==> src/hdl/spindle_pkg.sv <==
/*
 package for the sensorless spindle speed control core: register map,
 field positions, reset values and timing counts.
 assumes a single 200 MHz clock and an AXI4-Lite master outside.
*/
package spindle_pkg;
    // register byte addresses
    localparam logic [3:0] ctrl_addr = 4'h0;
    localparam logic [3:0] status_addr = 4'h4;
    localparam logic [3:0] period_addr = 4'h8;
    localparam logic [3:0] code_addr = 4'hc;
    // ctrl field positions
    localparam int ctrl_brake_pos = 0;
    localparam int ctrl_reset_pos = 1;
    localparam int ctrl_step_pos = 2;
    localparam int ctrl_index_sel_pos = 3;
    localparam logic [3:0] ctrl_reset_value = 4'h0;
    // status field positions
    localparam int status_state_pos = 0;
    localparam int status_lock_pos = 3;
    localparam int status_slow_pos = 4;
    localparam int status_mode_pos = 5;
    // code register field positions
    localparam int code_integral_pos = 8;
    // timing: reference tick from the system clock
    localparam int clock_mhz = 200;
    localparam int reference_khz = 2000;
    localparam int reference_div = clock_mhz * 1000 / reference_khz;
    localparam int period_tick_div = 4;
    // period measurement
    localparam logic [15:0] period_nominal = 16'd8333;
    localparam logic [15:0] lock_window = 16'd15;
    localparam logic [15:0] slow_limit = 16'd250;
    // commutation timing ratios (numerator over 100 and over 7)
    localparam logic [7:0] delay_num = 8'd43;
    localparam logic [7:0] delay_den = 8'd100;
    localparam logic [7:0] blank_num = 8'd5;
    localparam logic [7:0] blank_den = 8'd7;
    localparam logic [5:0] prop_mid = 6'h20;

    typedef enum logic [1:0] {
        mode_sleep,
        mode_brake,
        mode_retract,
        mode_run
    } mode_type;

    typedef struct packed {
        logic high_a;
        logic high_b;
        logic high_c;
        logic low_a;
        logic low_b;
        logic low_c;
    } drive_type;

    typedef struct packed {
        logic [3:0] awaddr;
        logic awvalid;
        logic [31:0] wdata;
        logic [3:0] wstrb;
        logic wvalid;
        logic bready;
        logic [3:0] araddr;
        logic arvalid;
        logic rready;
    } axil_req_type;

    typedef struct packed {
        logic awready;
        logic wready;
        logic [1:0] bresp;
        logic bvalid;
        logic arready;
        logic [31:0] rdata;
        logic [1:0] rresp;
        logic rvalid;
    } axil_resp_type;
endpackage

==> src/hdl/emf_timer.sv <==
/*
 adaptive commutation delay and noise blanking timer.
 assumes comparison events arrive as one-cycle pulses on reference ticks.
*/
`timescale 1ns/10ps
module emf_timer (
    // clock and reset
    input wire logic aclk,
    input wire logic aresetn,
    input wire logic clear,
    input wire logic tick,
    // events
    input wire logic compare_event,
    output logic commutate
);
    import spindle_pkg::*;

    logic [15:0] interval;
    logic [15:0] last_interval;
    logic [15:0] delay_left;
    logic [15:0] blank_left;
    logic delay_armed;
    logic accepted;
    logic [23:0] delay_product;
    logic [23:0] blank_product;

    assign accepted = compare_event && blank_left == 16'h0000;
    assign delay_product = (24'(interval) * 24'(delay_num)) / 24'(delay_den);
    assign blank_product = (24'(interval) * 24'(blank_num)) / 24'(blank_den);

    // interval measured in reference ticks
    always_ff @(posedge aclk) begin
        if (!aresetn || clear) begin
            interval <= 16'h0000;
            last_interval <= 16'h0000;
        end else if (accepted) begin
            last_interval <= interval;
            interval <= 16'h0000;
        end else if (tick && interval != 16'hffff) begin
            interval <= interval + 16'h0001;
        end
    end

    always_ff @(posedge aclk) begin
        if (!aresetn || clear) begin
            delay_left <= 16'h0000;
            delay_armed <= 1'b0;
            commutate <= 1'b0;
        end else begin
            commutate <= 1'b0;
            if (accepted) begin
                delay_left <= delay_product[15:0];
                delay_armed <= 1'b1;
            end else if (delay_armed && delay_left == 16'h0000) begin
                delay_armed <= 1'b0;
                commutate <= 1'b1;
            end else if (tick && delay_armed) begin
                delay_left <= delay_left - 16'h0001;
            end
        end
    end

    always_ff @(posedge aclk) begin
        if (!aresetn || clear) begin
            blank_left <= 16'h0000;
        end else if (accepted) begin
            blank_left <= blank_product[15:0];
        end else if (tick && blank_left != 16'h0000) begin
            blank_left <= blank_left - 16'h0001;
        end
    end
endmodule // emf_timer

==> src/hdl/spindle_control.sv <==
/*
 sensorless spindle speed control core: commutation counter and driver
 decode, period measurement, proportional and integral codes, lock flag.
 assumes synchronous inputs on aclk and an AXI4-Lite master for registers.
*/
// The implementer's own choices: the AXI4-Lite interface to the registers and the register addresses.
// Operation
// - commutate 0.43 of the previous comparison interval after each event.
// - ignore comparison events for 5/7 of the last interval.
// - load period counter with 8333 and count down between indexes.
// - proportional code is low five residue bits plus sign.
// - zero error gives mid-scale; short lower, long higher.
// - speed_locked high when residue is within 15 counts of zero.
// - add low eight residue bits to an eight-bit accumulator; the code subtracts them from the accumulator instead.
// - integral code is accumulator upper six bits.
// - large errors saturate both codes at the corrective extreme.
// - over 3% slow selects full-scale reference for control voltage.
// - brake and reset inputs select sleep, brake, retract or run.
// - reset low clears counters, registers and the accumulator.
// - each step_phase rising edge advances the commutation counter.
// - step_phase held high suppresses back-emf commutation.
// - index_source_select high takes index input, low drives phase_lsb.
// - six states decode into the listed high and low side pairs.
// - period counter ticks at one quarter of the reference rate.
`timescale 1ns/10ps
module spindle_control (
    // clock, reset, enable
    input wire logic aclk,
    input wire logic aresetn,
    input wire logic clk_en,
    // register bus
    input wire spindle_pkg::axil_req_type axil_req,
    output spindle_pkg::axil_resp_type axil_resp,
    // motor side
    input wire logic compare_event,
    input wire logic index_pin_in,
    output logic index_pin_out,
    output logic index_pin_oe_n,
    output spindle_pkg::drive_type drive,
    output logic drive_float,
    output logic analog_on,
    // control outputs
    output logic [5:0] proportional_output,
    output logic [5:0] integral_output,
    output logic speed_locked,
    output logic full_scale_select
);
    import spindle_pkg::*;

    logic [3:0] ctrl;
    logic [2:0] step_sync;
    logic [2:0] index_sync;
    logic [7:0] ref_div;
    logic [1:0] quarter;
    logic ref_tick;
    logic period_tick;
    logic [2:0] phase;
    logic [2:0] next_phase;
    logic [15:0] period_count;
    logic [15:0] residue;
    logic [7:0] accumulator;
    logic [9:0] next_sum;
    logic commutate;
    logic int_index;
    logic index_event;
    logic step_edge;
    logic ext_sel;
    logic counters_clear;
    mode_type mode;
    drive_type next_drive;
    logic aw_done;
    logic w_done;
    logic [3:0] aw_hold;
    logic [31:0] w_hold;
    logic [3:0] w_strb;
    logic aw_ready;
    logic w_ready;
    logic b_valid;
    logic [1:0] b_resp;
    logic ar_ready;
    logic r_valid;
    logic [31:0] r_data;
    logic [1:0] r_resp;

    always_comb begin
        unique case ({ctrl[ctrl_brake_pos], ctrl[ctrl_reset_pos]})
            2'b00: mode = mode_sleep;
            2'b01: mode = mode_brake;
            2'b10: mode = mode_retract;
            2'b11: mode = mode_run;
        endcase
    end
    // counters cleared while reset bit low
    assign counters_clear = !ctrl[ctrl_reset_pos];

    always_ff @(posedge aclk) begin
        if (!aresetn) begin
            step_sync <= 3'h0;
            index_sync <= 3'h0;
        end else if (clk_en) begin
            step_sync <= {step_sync[1:0], ctrl[ctrl_step_pos]};
            index_sync <= {index_sync[1:0], index_pin_in};
        end
    end
    assign step_edge = step_sync[1] && !step_sync[2];
    assign ext_sel = ctrl[ctrl_index_sel_pos];

    // reference tick and quarter-rate period tick
    always_ff @(posedge aclk) begin
        if (!aresetn) begin
            ref_div <= 8'h00;
            quarter <= 2'h0;
        end else if (clk_en) begin
            if (ref_div == 8'(reference_div - 1)) begin
                ref_div <= 8'h00;
                quarter <= quarter + 2'h1;
            end else begin
                ref_div <= ref_div + 8'h01;
            end
        end
    end
    assign ref_tick = ref_div == 8'(reference_div - 1);
    assign period_tick = ref_tick && quarter == 2'(period_tick_div - 1);

    emf_timer timer (
        .aclk(aclk),
        .aresetn(aresetn),
        .clear(counters_clear),
        .tick(ref_tick && clk_en),
        .compare_event(compare_event && clk_en),
        .commutate(commutate)
    );

    always_comb begin
        next_phase = phase;
        if (step_edge || (commutate && !step_sync[1])) begin
            next_phase = (phase == 3'd5) ? 3'd0 : phase + 3'd1;
        end
    end
    always_ff @(posedge aclk) begin
        if (!aresetn || counters_clear) begin
            phase <= 3'd0;
            int_index <= 1'b0;
        end else if (clk_en) begin
            phase <= next_phase;
            int_index <= next_phase == 3'd0 && phase != 3'd0;
        end
    end
    assign index_event = ext_sel ? (index_sync[1] && !index_sync[2]) : int_index;

    always_comb begin
        next_drive = '0;
        unique case (phase)
            3'd0: next_drive = '{1'b1, 1'b0, 1'b0, 1'b0, 1'b1, 1'b0};
            3'd1: next_drive = '{1'b1, 1'b0, 1'b0, 1'b0, 1'b0, 1'b1};
            3'd2: next_drive = '{1'b0, 1'b1, 1'b0, 1'b0, 1'b0, 1'b1};
            3'd3: next_drive = '{1'b0, 1'b1, 1'b0, 1'b1, 1'b0, 1'b0};
            3'd4: next_drive = '{1'b0, 1'b0, 1'b1, 1'b1, 1'b0, 1'b0};
            3'd5: next_drive = '{1'b0, 1'b0, 1'b1, 1'b0, 1'b1, 1'b0};
            default: next_drive = '0;
        endcase
        if (mode == mode_sleep || mode == mode_brake) begin
            next_drive = '{1'b0, 1'b0, 1'b0, 1'b1, 1'b1, 1'b1};
        end else if (mode == mode_retract) begin
            next_drive = '0;
        end
    end
    always_ff @(posedge aclk) begin
        if (!aresetn) begin
            drive <= '0;
            drive_float <= 1'b0;
            analog_on <= 1'b0;
            index_pin_out <= 1'b1;
            index_pin_oe_n <= 1'b0;
        end else if (clk_en) begin
            drive <= next_drive;
            drive_float <= mode == mode_retract;
            analog_on <= mode != mode_sleep;
            // index pin direction, phase_lsb high in even states
            index_pin_out <= !phase[0];
            index_pin_oe_n <= ext_sel;
        end
    end

    always_ff @(posedge aclk) begin
        if (!aresetn || counters_clear) begin
            period_count <= period_nominal;
            residue <= 16'h0000;
        end else if (clk_en) begin
            if (index_event) begin
                residue <= period_count;
                period_count <= period_nominal;
            end else if (period_tick && period_count != 16'h8000) begin
                period_count <= period_count - 16'h0001;
            end
        end
    end

    assign next_sum = {2'b00, accumulator} - {{2{period_count[15]}}, period_count[7:0]};
    always_ff @(posedge aclk) begin
        if (!aresetn || counters_clear) begin
            accumulator <= 8'h80;
            proportional_output <= prop_mid;
            integral_output <= 6'h20;
            speed_locked <= 1'b0;
            full_scale_select <= 1'b0;
        end else if (clk_en && index_event) begin
            if ($signed(period_count) < -$signed({1'b0, slow_limit[14:0]})) begin
                accumulator <= 8'hff;
                proportional_output <= 6'h3f;
                integral_output <= 6'h3f;
            end else if ($signed(period_count) > $signed({1'b0, slow_limit[14:0]})) begin
                accumulator <= 8'h00;
                proportional_output <= 6'h00;
                integral_output <= 6'h00;
            end else begin
                if ($signed(period_count) > 16'sd31) begin
                    proportional_output <= 6'h00;
                end else if ($signed(period_count) < -16'sd31) begin
                    proportional_output <= 6'h3f;
                end else begin
                    proportional_output <= prop_mid - period_count[5:0];
                end
                if (next_sum[9]) begin
                    accumulator <= 8'h00;
                    integral_output <= 6'h00;
                end else if (next_sum[8]) begin
                    accumulator <= 8'hff;
                    integral_output <= 6'h3f;
                end else begin
                    accumulator <= next_sum[7:0];
                    integral_output <= next_sum[7:2];
                end
            end
            speed_locked <= $signed(period_count) <= $signed(lock_window)
                && $signed(period_count) >= -$signed(lock_window);
            full_scale_select <= $signed(period_count) < -$signed(slow_limit);
        end
    end

    // axi4-lite write channel
    always_ff @(posedge aclk) begin
        if (!aresetn) begin
            aw_done <= 1'b0;
            w_done <= 1'b0;
            aw_hold <= 4'h0;
            w_hold <= 32'h0;
            w_strb <= 4'h0;
            ctrl <= ctrl_reset_value;
            aw_ready <= 1'b0;
            w_ready <= 1'b0;
            b_valid <= 1'b0;
            b_resp <= 2'b00;
        end else if (clk_en) begin
            aw_ready <= 1'b0;
            w_ready <= 1'b0;
            if (axil_req.awvalid && !aw_done && !aw_ready && !b_valid) begin
                aw_ready <= 1'b1;
                aw_done <= 1'b1;
                aw_hold <= axil_req.awaddr;
            end
            if (axil_req.wvalid && !w_done && !w_ready && !b_valid) begin
                w_ready <= 1'b1;
                w_done <= 1'b1;
                w_hold <= axil_req.wdata;
                w_strb <= axil_req.wstrb;
            end
            if (aw_done && w_done && !b_valid) begin
                b_valid <= 1'b1;
                aw_done <= 1'b0;
                w_done <= 1'b0;
                if (aw_hold == ctrl_addr) begin
                    b_resp <= 2'b00;
                    if (w_strb[0]) begin
                        ctrl <= w_hold[3:0];
                    end
                end else begin
                    b_resp <= 2'b10;
                end
            end else if (b_valid && axil_req.bready) begin
                b_valid <= 1'b0;
            end
        end
    end

    // axi4-lite read channel
    always_ff @(posedge aclk) begin
        if (!aresetn) begin
            ar_ready <= 1'b0;
            r_valid <= 1'b0;
            r_data <= 32'h0;
            r_resp <= 2'b00;
        end else if (clk_en) begin
            ar_ready <= 1'b0;
            if (axil_req.arvalid && !ar_ready && !r_valid) begin
                ar_ready <= 1'b1;
                r_valid <= 1'b1;
                r_resp <= 2'b00;
                unique case (axil_req.araddr)
                    ctrl_addr: r_data <= {28'h0, ctrl};
                    status_addr: r_data <= {25'h0, mode,
                        full_scale_select, speed_locked, phase};
                    period_addr: r_data <= {16'h0, residue};
                    code_addr: r_data <= {18'h0, integral_output,
                        2'b00, proportional_output};
                    default: begin
                        r_data <= 32'h0;
                        r_resp <= 2'b10;
                    end
                endcase
            end else if (r_valid && axil_req.rready) begin
                r_valid <= 1'b0;
            end
        end
    end
    // one driver for the whole response struct
    assign axil_resp = {aw_ready, w_ready, b_resp, b_valid, ar_ready, r_data, r_resp, r_valid};
endmodule // spindle_control

==> config.mk <==
export PLATFORM = sky130hd
export DESIGN_NAME = spindle_control
export DESIGN_NICKNAME = d
export VERILOG_FILES = /design/src/hdl/spindle_pkg.sv /design/src/hdl/emf_timer.sv /design/src/hdl/spindle_control.sv
export SDC_FILE = /design/constraint.sdc
export NUM_CORES = 1
export LEC_CHECK = 0
export BUFFER_PORTS_ARGS = -buffer_cell sky130_fd_sc_hd__buf_2
export CAP_MARGIN = 10
export CORE_MARGIN = 5
export CORE_UTILIZATION = 54
export DETAILED_ROUTE_END_ITERATION = 10
export MAX_ROUTING_LAYER = met4
export PLACE_DENSITY = 0.76
export RECOVER_POWER = 25
export SLEW_MARGIN = 20
export SYNTH_ARGS = -nofsm -noshare
export SYNTH_HDL_FRONTEND = slang
export SYNTH_SLANG_ARGS = --single-unit
==> constraint.sdc <==
create_clock -name aclk -period 10 [get_ports aclk]
set_input_delay 1.5 -clock aclk [delete_from_list [all_inputs] [get_ports aclk]]
set_output_delay 1.5 -clock aclk [all_outputs]
set_load 0.05 [all_outputs]
==> results.cfg <==
[final_layout]
finalNetCount = 2549
multi_input_area_um2 = 12800
fillers = 1850
final_cell_mix = buf_4, nor2_1, nand2_1
utilization_pct = 75.5
layout.area.seq_um2 = 3350
n_antenna_cell = 0
stdcell_area_um2 = 21100
drive_above_1_share_pct = 33.1
layout_commonest_cell = buf_4
area_growth_pct = 37.6

[timing]
finalCritPeriodShare_pct = 112
worst_pin_slew_ps = 1750
final_max_slew_viol_count = 38
slew_headroom_pct = -16.7
fin_ws_ps = -1250
hold_violations = 0
finalSetupViolCount = 3
rsz0062_at_grt = true
whs_ps = 460
clock.fmax_mhz = 88.9
min_period_ps = 11250
skew_ps = 13.2

[clock_tree]
holdBufCountCts = 0
cts_max_level = 4
numCtsBuffers = 17
clock_sinks = 166
clk_pin_slew_ps = 80
cts_tree = yes
clk_latency_ps = 440
clockBufferDepth = 2
root_buffer = clkbuf_16

[place]
hpwl_um = 32600
place_area_um2 = 18900
dp_slack_ps = -1200
portBuffers = 69
place_congestion = 0.918

[logic_synthesis]
synth_compound_area_share_pct = 27.0
synth_top_family_by_area = compound AO/OA/AOI/OAI gates
avgSynthCellArea_um2 = 7.73
synthArstFlopShare_pct = 0
ys_ff_latch = 166
synth_ff_type = dfxtp_1
yosysSeqAreaShare_pct = 21.7
synthAdderAreaFrac_pct = 11.7
netlist_instances = 1981
synth_edf_count = 0
synth_warnings = 0
synth.cell_area_um2 = 15300
ys_types = 122
synthSimpleGateAreaFrac_pct = 21.6
synth_xor_area_share_pct = 7.57
synth_mux_area_share_pct = 4.16

[grt]
grt_first_pass_wirelength_um = 75300
grt.overflow.total = 0
grt_usage_pct = 28.7
grt_pass1_vias = 16200
grt_antenna_before_repair = 0
grt_max_degree = 62

[worst_setup_path]
end_kind = flip-flop
cp_slowest_cell = fa_1
required_ps = 10330
crit_type = flip-flop to flip-flop
arrival_ps = 11580
cpPeakStageDelay_ps = 570
cpMostUsedCell = and2_4
crit_fanout = 8
start_kind = flip-flop

[floorplan]
die_w_um = 178
core_um2 = 27900
start_util_pct = 54.8
die-area_um2 = 31800
die_h_um = 178
pin_count = 119
row_count = 61

[routing]
drc_errors = 0
postRouteAntennaNets = 0
vias_per_cell = 6.05
wl_per_cell_um = 17.2
first_pass_iters = 6
drtIter0Drc = 1342
finalWirelength_um = 47700
vias = 16700

[hold_path]
worstHoldPathType = flip-flop to flip-flop

[power]
powerDensity_nw_per_um2 = 67.2
peakVddDrop_mv = 0.108
leakage_nw = 8.61

[run_status]
status = complete, but fails checks
violations = capacitance limit, slew limit, setup timing

[job]
drv_cap = 1
cells in the mapped netlist, types with 8 or more instances:
master	number	share of area [%]
xnor2_1	76	4.3
nor3_1	53	1.7
o21ai_0	99	3.2
nand4_1	20	0.82
a21oi_1	130	4.2
fa_1	29	3.8
nand2_1	182	4.5
nor2_1	219	5.4
inv_1	116	2.8
a21o_1	23	1.1
a22oi_1	24	1.2
o21ai_1	27	0.88
nor3b_1	11	0.54
ha_1	89	7.3
xor2_1	52	3.0
maj3_1	8	0.52
nand2b_1	22	0.90
dfxtp_1	166	22
nor4_1	19	0.78
a31oi_1	34	1.4
o31ai_1	8	0.39
o22ai_1	8	0.33
buf_4	29	1.4
o211ai_1	20	0.98
buf_2	11	0.36
or3_1	14	0.57
a21boi_0	8	0.39
nor2b_1	9	0.37
a211o_1	10	0.57
or2_2	11	0.45
mux2i_1	33	2.2
nand3_1	46	1.5
mux2_2	12	0.88
a311oi_1	8	0.46
and2_1	21	0.86
clkbuf_1	59	1.4
and3_1	21	0.86
o21a_1	17	0.83
a211oi_1	34	1.7
a221oi_1	9	0.51
stage by stage:
step                std cells  total power (W)  setup TNS [ps]
floorplan                1998         0.000744            -604
global placement         2679         0.000750           -2480
detailed placement       2679         0.000753           -3320
CTS                      2746          0.00142           -2280
global route             2768          0.00146           -4860
finish                   2768          0.00142           -3250
critical path: cells and delay by family, from the launching register on:
family | cells | cell delay (ps)
compound gates | 20 | 4810
simple gates | 16 | 3630
fa+ha+maj | 4 | 1630
buf+inv | 5 | 480
flops | 1 | 370
xor+xnor | 1 | 150
final cells by class:
type | count | area share [%]
inverters | 117 | 2.08
repair buffers | 464 | 16.0
clock inverters | 15 | 0.920
clock buffers | 17 | 2.02
multi-input cells | 1611 | 60.9
flip-flops and latches | 166 | 15.9
well taps | 378 | 2.24
power by group:
part	switching, W	internal [W]	total (W)
clock network	0.000334	0.000343	0.000678
registers	0.00000479	0.000666	0.000670
logic	0.0000515	0.0000165	0.0000680
path summary, 6_finish.rpt:
check / startpoint / to / slack (ps) / cells after the start
hold reg to reg: residue[2] / residue[2] / 460 / 2
setup / recovery: timer.interval[4] / timer.delay_left[0] / -1250 / 46
setup reg to reg: timer.interval[4] / timer.delay_left[0] / -1250 / 46
hold / removal: residue[2] / residue[2] / 460 / 2
registers in the layout, summed over array words and instances (netlist names), 6 cells and up:
signal,cells
drive,6
integral_output,6
period_count,16
proportional_output,6
r_data,16
ref_div,8
residue,16
timer.blank_left,16
timer.delay_left,16
timer.interval,16
kinds of logic after synthesis:
kind of cell | count (synthesis)
XOR/XNOR | 130
other | 1
AO/OA/AOI/OAI | 592
flip-flops | 166
adder cells (fa/ha/maj) | 127
buffers and inverters | 222
AND/OR/NAND/NOR | 689
multiplexers | 54
routing by layer:
layer	track usage (%)	wire length [um]	vias up
met2	50.2	24000	622
met4	8.63	1250	0
li1	-	-	7973
met3	3.12	2500	124
met1	35.0	19900	8017
met5	-	0	-
timing repair:
item                       4_1_cts  5_1_grt
setup buffers                   35       24
gates resized for setup        125      102
pin swaps                       77       34
cloned                           1        0
setup endpoints to repair        5        7
No activity file was read; power rests on OpenSTA's default activity.
